## src/rtl/bridge_tail_pkg.sv

```systemverilog
// Constants, states and carriers shared by the bridge configuration header tail
package bridge_tail_pkg;

  // ----------------------------------------------------------------
  // Register byte offsets
  // ----------------------------------------------------------------
  localparam logic [7:0] CAP_PTR_OFFSET = 8'h34;
  localparam logic [7:0] INT_LINE_OFFSET = 8'h3c;
  localparam logic [7:0] INT_PIN_OFFSET = 8'h3d;
  localparam logic [7:0] CTRL_OFFSET = 8'h3e;

  // ----------------------------------------------------------------
  // Fixed and reset values
  // ----------------------------------------------------------------
  localparam logic [7:0] CAP_PTR_VALUE = 8'h50;
  localparam logic [7:0] INT_LINE_RESET = 8'hff;
  localparam logic [7:0] INT_PIN_VALUE = 8'h00;
  localparam logic [3:0] TOP_NIBBLE_VALUE = 4'h0;
  localparam logic [8:0] LOW_CTRL_VALUE = 9'h000;
  localparam logic [15:0] CTRL_RESET = 16'h0000;

  // ----------------------------------------------------------------
  // Field positions; a register sits in the dword at 8 times its byte lane
  // ----------------------------------------------------------------
  localparam int LINE_LANE = 0;
  localparam int PIN_LANE = 1;
  localparam int CTRL_LANE = 2;
  localparam int LEN_SEL_BIT = 9;
  localparam int FLAG_BIT = 10;
  localparam int MSG_EN_BIT = 11;
  localparam int SEC_INTX_LINES = 4;

  // ----------------------------------------------------------------
  // Discard timer lengths, in secondary clock cycles
  // ----------------------------------------------------------------
  localparam int DISCARD_LONG_CYCLES = 32768;
  localparam int DISCARD_SHORT_CYCLES = 1024;

  typedef enum logic [1:0] {
    T_IDLE = 2'b00,
    T_COUNT = 2'b01,
    T_DROP = 2'b11,
    T_HOLD = 2'b10
  } discard_state_t;

  typedef struct packed {
    logic wr;
    logic [7:0] addr;
    logic [3:0] be;
    logic [31:0] wdata;
  } cfg_access_t;

  typedef struct packed {
    logic valid;
    logic fatal;
  } err_msg_t;

endpackage

```

## src/rtl/discard_timer.sv

```systemverilog
// Secondary discard timer for one delayed completion
`timescale 1ns/1ns
`default_nettype none

module discard_timer #(
  parameter int LONG_CYCLES = bridge_tail_pkg::DISCARD_LONG_CYCLES,
  parameter int SHORT_CYCLES = bridge_tail_pkg::DISCARD_SHORT_CYCLES
) (
  input wire logic sys_clk,
  input wire logic rst_b,
  input wire logic short_select,
  input wire logic completion_at_head,
  input wire logic request_repeated,
  output logic discard
);

  localparam int CW = $clog2(LONG_CYCLES + 1);

  if (SHORT_CYCLES < 1 || LONG_CYCLES < SHORT_CYCLES) begin : g_bad_length
    $error("discard_timer: lengths must satisfy 1 <= short <= long");
  end

  bridge_tail_pkg::discard_state_t state;
  logic [CW-1:0] count;

  // ----------------------------------------------------------------
  // Sequence
  // ----------------------------------------------------------------
  // Hold after a drop so the same entry cannot be timed twice while
  // the queue is still removing it
  always_ff @(posedge sys_clk or negedge rst_b)
  begin
    if (!rst_b)
      state <= bridge_tail_pkg::T_IDLE;
    else
      unique case (state)
        bridge_tail_pkg::T_IDLE:
          if (completion_at_head && !request_repeated)
            state <= bridge_tail_pkg::T_COUNT;
        bridge_tail_pkg::T_COUNT:
          if (request_repeated || !completion_at_head)
            state <= bridge_tail_pkg::T_IDLE;
          else if (count == '0)
            state <= bridge_tail_pkg::T_DROP;
        bridge_tail_pkg::T_DROP:
          state <= bridge_tail_pkg::T_HOLD;
        bridge_tail_pkg::T_HOLD:
          if (!completion_at_head)
            state <= bridge_tail_pkg::T_IDLE;
      endcase
  end

  // ----------------------------------------------------------------
  // Count; length is taken when counting starts
  // ----------------------------------------------------------------
  always_ff @(posedge sys_clk or negedge rst_b)
  begin
    if (!rst_b)
      count <= '0;
    else if (state == bridge_tail_pkg::T_IDLE)
      count <= short_select ? CW'(SHORT_CYCLES - 1) : CW'(LONG_CYCLES - 1);
    else if (state == bridge_tail_pkg::T_COUNT && count != '0)
      count <= count - CW'(1);
  end

  assign discard = (state == bridge_tail_pkg::T_DROP);

endmodule // discard_timer

`default_nettype wire

```

## src/rtl/bridge_config_header_tail.sv

```systemverilog
// Configuration header tail: capability pointer, interrupt line and pin, upper bridge control
`timescale 1ns/1ns
`default_nettype none

// How it works
// - Capability pointer always reads the fixed power management offset.
// - Interrupt line reads all ones after reset: no line assigned.
// - Interrupt line stores whatever software writes; nothing else uses it.
// - Interrupt pin is read-only and always reads zero.
// - Secondary interrupts are passed on towards the primary interface.
// - Control bits 15 to 12 read zero and ignore writes.
// - Message enable set plus discard expiry sends an error message upstream.
// - Expiry message is nonfatal unless error reporting selects fatal.
// - Enable clear still sends a message if reporting present and unmasked.
// - Message enable counts only in conventional secondary mode.
// - Discard sets a status flag; reads one on error; software clears it.
// - Control bit 9 picks a long or short discard timer.
// - Timer starts at queue head; no repeat before expiry drops the transaction.
module bridge_config_header_tail #(
  parameter int LONG_CYCLES = bridge_tail_pkg::DISCARD_LONG_CYCLES,
  parameter int SHORT_CYCLES = bridge_tail_pkg::DISCARD_SHORT_CYCLES,
  parameter bit AER_PRESENT = 1'b1
) (
  input wire logic sys_clk,
  input wire logic rst_b,
  input wire logic cfg_valid,
  input wire bridge_tail_pkg::cfg_access_t cfg,
  output logic cfg_ack,
  output logic [31:0] cfg_rdata,
  input wire logic conventional_pci_mode,
  input wire logic completion_at_head,
  input wire logic request_repeated,
  input wire logic aer_discard_mask,
  input wire logic aer_severity_fatal,
  input wire logic [bridge_tail_pkg::SEC_INTX_LINES-1:0] sec_intx_b,
  output logic [bridge_tail_pkg::SEC_INTX_LINES-1:0] pri_intx_assert,
  output bridge_tail_pkg::err_msg_t err_msg,
  output logic transaction_drop
);

  // ----------------------------------------------------------------
  // Decode
  // ----------------------------------------------------------------
  // Control sits in the upper half of the dword at 3Ch
  localparam int CTRL_BASE = 8 * bridge_tail_pkg::CTRL_LANE;

  function automatic logic hits_dword(input logic [7:0] addr, input logic [7:0] base);
    hits_dword = (addr[7:2] == base[7:2]);
  endfunction

  logic rd_cap;
  logic rd_int;
  logic wr_cap;
  logic wr_int;
  logic [7:0] interrupt_line_scratch;
  logic discard_expiry_msg_enable;
  logic discard_expiry_flag;
  logic secondary_discard_length_select;
  logic [15:0] bridge_extension_control;
  logic send_msg;

  assign rd_cap = cfg_valid && !cfg.wr && hits_dword(cfg.addr, bridge_tail_pkg::CAP_PTR_OFFSET);
  assign rd_int = cfg_valid && !cfg.wr && hits_dword(cfg.addr, bridge_tail_pkg::INT_LINE_OFFSET);
  assign wr_cap = cfg_valid && cfg.wr && hits_dword(cfg.addr, bridge_tail_pkg::CAP_PTR_OFFSET);
  assign wr_int = cfg_valid && cfg.wr && hits_dword(cfg.addr, bridge_tail_pkg::INT_LINE_OFFSET);

  // ----------------------------------------------------------------
  // Interrupt line scratch
  // ----------------------------------------------------------------
  // Kept only for software; no logic here reads it
  always_ff @(posedge sys_clk or negedge rst_b)
  begin
    if (!rst_b)
      interrupt_line_scratch <= bridge_tail_pkg::INT_LINE_RESET;
    else if (wr_int && cfg.be[bridge_tail_pkg::LINE_LANE])
      interrupt_line_scratch <= cfg.wdata[8*bridge_tail_pkg::LINE_LANE +: 8];
  end

  // ----------------------------------------------------------------
  // Bridge control, upper byte and bit 9
  // ----------------------------------------------------------------
  // Pin lane, top nibble and the capability dword have no storage, so
  // writes there are taken and dropped
  always_ff @(posedge sys_clk or negedge rst_b)
  begin
    if (!rst_b)
    begin
      discard_expiry_msg_enable <= bridge_tail_pkg::CTRL_RESET[bridge_tail_pkg::MSG_EN_BIT];
      secondary_discard_length_select <= bridge_tail_pkg::CTRL_RESET[bridge_tail_pkg::LEN_SEL_BIT];
    end
    else if (wr_int)
    begin
      if (cfg.be[bridge_tail_pkg::CTRL_LANE + 1])
        discard_expiry_msg_enable <= cfg.wdata[CTRL_BASE + bridge_tail_pkg::MSG_EN_BIT];
      if (cfg.be[bridge_tail_pkg::CTRL_LANE + 1])
        secondary_discard_length_select <= cfg.wdata[CTRL_BASE + bridge_tail_pkg::LEN_SEL_BIT];
    end
  end

  // Write one to clear; a discard in the same cycle wins so no event is lost
  always_ff @(posedge sys_clk or negedge rst_b)
  begin
    if (!rst_b)
      discard_expiry_flag <= bridge_tail_pkg::CTRL_RESET[bridge_tail_pkg::FLAG_BIT];
    else if (transaction_drop)
      discard_expiry_flag <= 1'b1;
    else if (wr_int && cfg.be[bridge_tail_pkg::CTRL_LANE + 1] && cfg.wdata[CTRL_BASE + bridge_tail_pkg::FLAG_BIT])
      discard_expiry_flag <= 1'b0;
  end

  assign bridge_extension_control = {bridge_tail_pkg::TOP_NIBBLE_VALUE, discard_expiry_msg_enable,
    discard_expiry_flag, secondary_discard_length_select, bridge_tail_pkg::LOW_CTRL_VALUE};

  // ----------------------------------------------------------------
  // Configuration read path
  // ----------------------------------------------------------------
  // Every access is answered the next cycle; other header dwords read zero here
  always_ff @(posedge sys_clk or negedge rst_b)
  begin
    if (!rst_b)
      cfg_ack <= 1'b0;
    else
      cfg_ack <= cfg_valid;
  end

  always_ff @(posedge sys_clk or negedge rst_b)
  begin
    if (!rst_b)
      cfg_rdata <= '0;
    else if (rd_cap)
      cfg_rdata <= {24'h000000, bridge_tail_pkg::CAP_PTR_VALUE};
    else if (rd_int)
      cfg_rdata <= {bridge_extension_control, bridge_tail_pkg::INT_PIN_VALUE, interrupt_line_scratch};
    else if (cfg_valid && !cfg.wr)
      cfg_rdata <= '0;
  end

  // ----------------------------------------------------------------
  // Discard timer
  // ----------------------------------------------------------------
  discard_timer #(
    .LONG_CYCLES(LONG_CYCLES),
    .SHORT_CYCLES(SHORT_CYCLES)
  ) u_discard_timer (
    .sys_clk(sys_clk),
    .rst_b(rst_b),
    .short_select(secondary_discard_length_select),
    .completion_at_head(completion_at_head),
    .request_repeated(request_repeated),
    .discard(transaction_drop)
  );

  // ----------------------------------------------------------------
  // Error message on discard
  // ----------------------------------------------------------------
  // Enable only counts in conventional mode; the unmasked reporting path
  // sends regardless of the enable
  assign send_msg = transaction_drop &&
    ((discard_expiry_msg_enable && conventional_pci_mode) ||
     (AER_PRESENT && !aer_discard_mask));

  always_ff @(posedge sys_clk or negedge rst_b)
  begin
    if (!rst_b)
      err_msg <= '0;
    else
    begin
      err_msg.valid <= send_msg;
      err_msg.fatal <= send_msg && AER_PRESENT && aer_severity_fatal;
    end
  end

  // ----------------------------------------------------------------
  // Secondary interrupt forwarding
  // ----------------------------------------------------------------
  // Pins are asynchronous; two plain stages settle them before the inverter
  // reads them, at the cost of a third cycle of latency
  for (genvar i = 0; i < bridge_tail_pkg::SEC_INTX_LINES; i++)
  begin : g_intx
    logic meta_b;
    logic sync_b;
    always_ff @(posedge sys_clk or negedge rst_b)
    begin
      if (!rst_b)
      begin
        meta_b <= 1'b1;
        sync_b <= 1'b1;
        pri_intx_assert[i] <= 1'b0;
      end
      else
      begin
        meta_b <= sec_intx_b[i];
        sync_b <= meta_b;
        pri_intx_assert[i] <= !sync_b;
      end
    end
  end

  // ----------------------------------------------------------------
  // Checks
  // ----------------------------------------------------------------
  logic line_written;
  logic [16:0] head_run;

  // The wait counter saturates, so the short length must stay below its top
  if (SHORT_CYCLES < 1 || LONG_CYCLES < SHORT_CYCLES || SHORT_CYCLES >= (2 ** $bits(head_run)) - 1)
  begin : g_bad_length
    $error("bridge_config_header_tail: need 1 <= short <= long and short below the wait counter top");
  end

  always_ff @(posedge sys_clk or negedge rst_b)
  begin
    if (!rst_b)
      line_written <= 1'b0;
    else if (wr_int && cfg.be[bridge_tail_pkg::LINE_LANE])
      line_written <= 1'b1;
  end

  // Cycles the completion has waited at the head without a repeat
  always_ff @(posedge sys_clk or negedge rst_b)
  begin
    if (!rst_b)
      head_run <= '0;
    else if (!completion_at_head || request_repeated || transaction_drop)
      head_run <= '0;
    else if (head_run != '1)
      head_run <= head_run + 17'h00001;
  end

  a_cap_fixed: assert property (@(posedge sys_clk) disable iff (!rst_b)
    rd_cap |=> cfg_ack && cfg_rdata == {24'h000000, bridge_tail_pkg::CAP_PTR_VALUE})
    else $error("capability pointer read wrong value");

  a_line_default: assert property (@(posedge sys_clk) disable iff (!rst_b)
    !line_written |-> interrupt_line_scratch == bridge_tail_pkg::INT_LINE_RESET)
    else $error("interrupt line left its reset value without a write");

  a_line_write: assert property (@(posedge sys_clk) disable iff (!rst_b)
    wr_int && cfg.be[bridge_tail_pkg::LINE_LANE]
      |=> interrupt_line_scratch == $past(cfg.wdata[8*bridge_tail_pkg::LINE_LANE +: 8]))
    else $error("interrupt line did not store written value");

  a_line_read: assert property (@(posedge sys_clk) disable iff (!rst_b)
    rd_int |=> cfg_rdata[7:0] == $past(interrupt_line_scratch))
    else $error("interrupt line did not return stored value");

  a_pin_zero: assert property (@(posedge sys_clk) disable iff (!rst_b)
    rd_int |=> cfg_ack && cfg_rdata[15:8] == bridge_tail_pkg::INT_PIN_VALUE)
    else $error("interrupt pin read nonzero");

  a_intx_forward: assert property (@(posedge sys_clk) disable iff (!rst_b)
    !sec_intx_b[0] [*3] |=> pri_intx_assert[0])
    else $error("secondary interrupt not forwarded");

  a_top_nibble: assert property (@(posedge sys_clk) disable iff (!rst_b)
    rd_int |=> cfg_rdata[31:28] == bridge_tail_pkg::TOP_NIBBLE_VALUE)
    else $error("reserved control bits read nonzero");

  a_msg_enable: assert property (@(posedge sys_clk) disable iff (!rst_b)
    transaction_drop && discard_expiry_msg_enable && conventional_pci_mode |=> err_msg.valid)
    else $error("enabled discard sent no error message");

  a_msg_severity: assert property (@(posedge sys_clk) disable iff (!rst_b)
    err_msg.valid |-> err_msg.fatal == (AER_PRESENT && $past(aer_severity_fatal)))
    else $error("error message severity wrong");

  a_aer_path: assert property (@(posedge sys_clk) disable iff (!rst_b)
    transaction_drop && !discard_expiry_msg_enable && AER_PRESENT && !aer_discard_mask
      |=> err_msg.valid)
    else $error("unmasked discard sent no error message");

  a_mode_gate: assert property (@(posedge sys_clk) disable iff (!rst_b)
    transaction_drop && !conventional_pci_mode && !(AER_PRESENT && !aer_discard_mask)
      |=> !err_msg.valid)
    else $error("error message sent outside conventional mode");

  a_no_spurious: assert property (@(posedge sys_clk) disable iff (!rst_b)
    err_msg.valid |-> $past(transaction_drop))
    else $error("error message without a discard");

  a_flag_set: assert property (@(posedge sys_clk) disable iff (!rst_b)
    transaction_drop |=> discard_expiry_flag)
    else $error("discard flag not set");

  a_flag_hold: assert property (@(posedge sys_clk) disable iff (!rst_b)
    discard_expiry_flag && !(wr_int && cfg.be[bridge_tail_pkg::CTRL_LANE + 1]
      && cfg.wdata[CTRL_BASE + bridge_tail_pkg::FLAG_BIT]) |=> discard_expiry_flag)
    else $error("discard flag lost without a clear");

  a_flag_clear: assert property (@(posedge sys_clk) disable iff (!rst_b)
    wr_int && cfg.be[bridge_tail_pkg::CTRL_LANE + 1] && cfg.wdata[CTRL_BASE + bridge_tail_pkg::FLAG_BIT]
      && !transaction_drop |=> !discard_expiry_flag)
    else $error("discard flag not cleared by software");

  a_wait_least: assert property (@(posedge sys_clk) disable iff (!rst_b)
    transaction_drop |-> head_run > 17'(SHORT_CYCLES))
    else $error("transaction dropped before the short discard time");

  a_repeat_saves: assert property (@(posedge sys_clk) disable iff (!rst_b)
    request_repeated |=> !transaction_drop)
    else $error("transaction dropped despite a repeated request");

  a_cap_write: assert property (@(posedge sys_clk) disable iff (!rst_b)
    wr_cap |=> cfg_ack && $stable(cfg_rdata))
    else $error("capability write not accepted cleanly");

  a_ack_pulse: assert property (@(posedge sys_clk) disable iff (!rst_b)
    cfg_ack |-> $past(cfg_valid))
    else $error("access answered without a request");

endmodule // bridge_config_header_tail

`default_nettype wire

```

## config.mk

```make
export PLATFORM = sky130hd
export DESIGN_NAME = bridge_config_header_tail
export DESIGN_NICKNAME = d
export VERILOG_FILES = /design/src/rtl/bridge_tail_pkg.sv /design/src/rtl/discard_timer.sv /design/src/rtl/bridge_config_header_tail.sv
export SDC_FILE = /design/constraint.sdc
export NUM_CORES = 1
export LEC_CHECK = 0
export BUFFER_PORTS_ARGS = -buffer_cell sky130_fd_sc_hd__buf_2
export CORE_MARGIN = 3
export CORE_UTILIZATION = 50
export CTS_BUF_LIST = sky130_fd_sc_hd__clkbuf_8
export CTS_CLUSTER_SIZE = 10
export DETAILED_ROUTE_END_ITERATION = 10
export HOLD_SLACK_MARGIN = 0.08
export PLACE_DENSITY = 0.83
export SETUP_SLACK_MARGIN = 0.2
export SYNTH_ARGS = -nofsm -noshare
export SYNTH_HDL_FRONTEND = slang
export SYNTH_SLANG_ARGS = --single-unit
```

## constraint.sdc

```tcl
create_clock -name sys_clk -period 4.1 [get_ports sys_clk]
set_input_delay 0.82 -clock sys_clk [delete_from_list [all_inputs] [get_ports sys_clk]]
set_output_delay 0.82 -clock sys_clk [all_outputs]
set_load 0.01 [all_outputs]
```

==> flow_metrics.env <==
export IMPL_first_global_vias=1698
export IMPL_cts_buffers=5
export IMPL_synth_edf_count=0
export IMPL_cts_root_buf="clkbuf_8"
export IMPL_synth_compound_area_frac=0.101
export IMPL_viasPerCell=5.28
export IMPL_power_per_cell_area_mw_per_mm2=351
export IMPL_critical_path_arrival_ns=2.59
export IMPL_post_route_util=0.595
export IMPL_power_leakage_nw=1.31
export IMPL_cp_data_required_time_ns=4.28
export IMPL_fmax_ghz=0.414
export IMPL_groute_usage_overall=0.161
export IMPL_worstSetupPathType="flip-flop to flip-flop"
export IMPL_ys_ff_latch=55
export IMPL_numClockSinks=55
export IMPL_hpwl_mm=3.35
export IMPL_synth_mux_area_frac=0.0655
export IMPL_dieWidth_um=76.5
export IMPL_path_clk_slew_ns=0.09
export IMPL_setup_viol=0
export IMPL_layout_worst_path_cycle_share=0.589
export IMPL_h_tree_depth=2
export IMPL_hold_path_class="flip-flop to flip-flop"
export IMPL_synthCells=217
export IMPL_clockBufferDepth=2
export IMPL_rsz0062_at_grt="false"
export IMPL_start_util=0.522
export IMPL_antenna_found_initial=0
export IMPL_dr_first_iter_drc_count=147
export IMPL_slowest_stage="nor4b_1"
export IMPL_gp_congestion=0.895
export IMPL_yosysTopAreaCell="dfrtp_1"
export IMPL_slowest_delay_ns=0.63
export IMPL_worst_hold_slack_ns=0.359
export IMPL_synth_fa_ha_area_frac=0.00504
export IMPL_fp_dieH_um=76.5
export IMPL_relSlewSlack=0.429
export IMPL_worstPathMaxFanout=12
export IMPL_drc=0
export IMPL_fin_crit_ns=2.41
export IMPL_peakVddDrop_mv=0.238
export IMPL_grt_overflow_total=0
export IMPL_crit_chain="nor4b_1 > nand4_1 > o311a_1 > or3_1"
export IMPL_fin_setup_tns_ns=0
export IMPL_synthSimpleGateAreaFrac=0.180
export IMPL_cp_end_kind="flip-flop"
export IMPL_worstHoldStart="g_intx[0].meta_b"
export IMPL_post_cts_buffers=0
export IMPL_netlist_cell_type_count=42
export IMPL_cts_tree="built"
export IMPL_finalClockSkew_ns=0.0164
export IMPL_grt_max_degree=35
export IMPL_cts_resized=0
export IMPL_grt_pass1_wl_mm=7.63
export IMPL_synth_top_area_share=0.393
export IMPL_max_cap_viol_count=0
export IMPL_ys_seq_area_frac=0.562
export IMPL_core_region_area_mm2=0.00475
export IMPL_syn_cell_area_mm2=0.00248
export IMPL_startpoint="u_discard_timer.state[0]"
export IMPL_status="complete, no violations"
export IMPL_nets=326
export IMPL_port_buffers=50
export IMPL_synth_ff_type="dfrtp_1"
export IMPL_wirelength_mm=4.56
export IMPL_postCtsHoldBufs=0
export IMPL_worstMarginPinSlew_ns=0.844
export IMPL_io_pin_count=97
export IMPL_drive_gt1_frac=0.331
export IMPL_start_kind="flip-flop"
export IMPL_yosys_warnings=0
export IMPL_synthTopCellsByArea="dfrtp_1 39%, dfstp_2 17%, buf_4 6.3%, mux2_2 4.5%, a22o_1 3.2%"
export IMPL_ant_nets=0
export IMPL_r2r_start="u_discard_timer.state[0]"
export IMPL_hold_viol_final=0
export IMPL_async_flop_share=1.00
export IMPL_syn_area_per_cell_um2=11.4
export IMPL_clock_latency_ns=0.31
export IMPL_vias=1774
export IMPL_layout_setup_ws_ns=1.69
export IMPL_first_pass_iters=4
export IMPL_n_antenna_cell=0
export IMPL_synth_xor_area_frac=0
export IMPL_dieArea_mm2=0.00585
export IMPL_drv_slew=0
export IMPL_post_place_ws_ns=1.78
export IMPL_routedWlPerCell_um=13.6
export IMPL_num_rows=25
export IMPL_synth_top_family_by_area="simple AND/OR/NAND/NOR gates"
export IMPL_area_growth_pct=13.9
-- where the power goes --
| group | internal, mW | leakage [nW] | switching (mW) | total (mW) |
|---|---|---|---|---|
| registers | 0.566 | 0.623 | 0.0129 | 0.579 |
| logic | 0.0268 | 0.625 | 0.0407 | 0.0675 |
| clock network | 0.180 | 0.0599 | 0.167 | 0.348 |
| total | 0.773 | 1.31 | 0.221 | 0.994 |
-- cells in the mapped netlist, types with 3 or more instances --
library cell and count:
nand4_1 5, a31oi_1 3, clkbuf_1 6, mux2_2 10
inv_1 8, o31ai_1 5, a21oi_1 5, buf_4 21
nor4_1 3, nand2b_1 3, mux2i_1 5, nand3_1 10
dfstp_2 16, o21ai_0 3, nand2_1 10, a22o_1 9
nor2_1 14, nand3b_1 4, dfrtp_1 39, or3_1 4
nor3_1 4
-- area by class of cell --
| class | instances | area (um^2) |
|---|---|---|
| clock buffers | 5 | 68.8 |
| clock inverters | 3 | 40.0 |
| fillers | 405 | 1930 |
| inverters | 8 | 30.0 |
| multi-input cells | 147 | 952 |
| flip-flops and latches | 55 | 1400 |
| well taps | 67 | 83.8 |
| repair buffers | 51 | 258 |
-- cells by family after synthesis --
| family | count (synthesis) |
|---|---|
| simple gates | 76 |
| flops | 55 |
| compound gates | 34 |
| other cells | 1 |
| buf+inv | 35 |
| fa+ha+maj | 1 |
| mux | 15 |
-- critical path: cells and delay by family (launching register included) --
family,cells,cell delay [ns]
AO/OA/AOI/OAI,1,0.38
flip-flops,1,0.58
AND/OR/NAND/NOR,3,1.33
-- through the flow --
stage          cell area (um^2)  total power [mW]  cells
6_report                   2830             0.994    336
3_5_place_dp               2720             0.656    328
2_1_floorplan              2560             0.635    237
3_3_place_gp               2720             0.654    328
4_1_cts                    2830              1.00    336
5_1_grt                    2830              1.04    336
-- final timing paths --
check / endpoint / slack, ns / depth (start not counted)
min in group asynchronous: cfg_rdata[4] / 0.56 / 1
worst min-delay path: g_intx[0].sync_b / 0.36 / 0
worst min register to register: g_intx[0].sync_b / 0.36 / 0
max in group asynchronous: interrupt_line_scratch[5] / 2.72 / 2
worst max-delay path: u_discard_timer.count[13] / 1.69 / 4
worst max register to register: u_discard_timer.count[13] / 1.69 / 4
-- sequential cells by signal (all words and copies together) (netlist names), 2 cells and up --
register                flops
u_discard_timer.state       2
g_intx.sync_b               4
u_discard_timer.count      16
pri_intx_assert             4
err_msg                     2
cfg_rdata                  11
g_intx.meta_b               4
interrupt_line_scratch      8
-- cell usage in the layout (no fill, tap or decap), types with 2 or more instances in the layout --
| master | instances |
|---|---|
| conb_1 | 21 |
| or2_2 | 2 |
| mux2_2 | 10 |
| inv_1 | 9 |
| nand3b_1 | 4 |
| nor4b_1 | 2 |
| o31ai_1 | 5 |
| buf_2 | 50 |
| dfrtp_1 | 39 |
| o21bai_1 | 2 |
| or4_1 | 2 |
| nand3_1 | 10 |
| o311ai_0 | 2 |
| or3_1 | 4 |
| mux2i_1 | 5 |
| a21oi_1 | 5 |
| nor3b_1 | 2 |
| nor2b_1 | 2 |
| and2_1 | 2 |
| nand2_1 | 10 |
| o21ai_0 | 3 |
| nand4_1 | 5 |
| nor3_1 | 4 |
| nor4_1 | 3 |
| a31oi_1 | 3 |
| nor2_1 | 14 |
| and4_1 | 2 |
| clkbuf_8 | 5 |
| a22o_1 | 9 |
| nand2b_1 | 3 |
| dfstp_2 | 16 |
-- metal layers --
layer	GRT usage	up-vias	share of wire
li1	-	845	-
met1	0.203	856	0.44
met2	0.274	68	0.49
met3	0.0307	5	0.065
met4	0.0634	0	0.010
met5	0	-	0
Power figures use the tool's default switching activity.
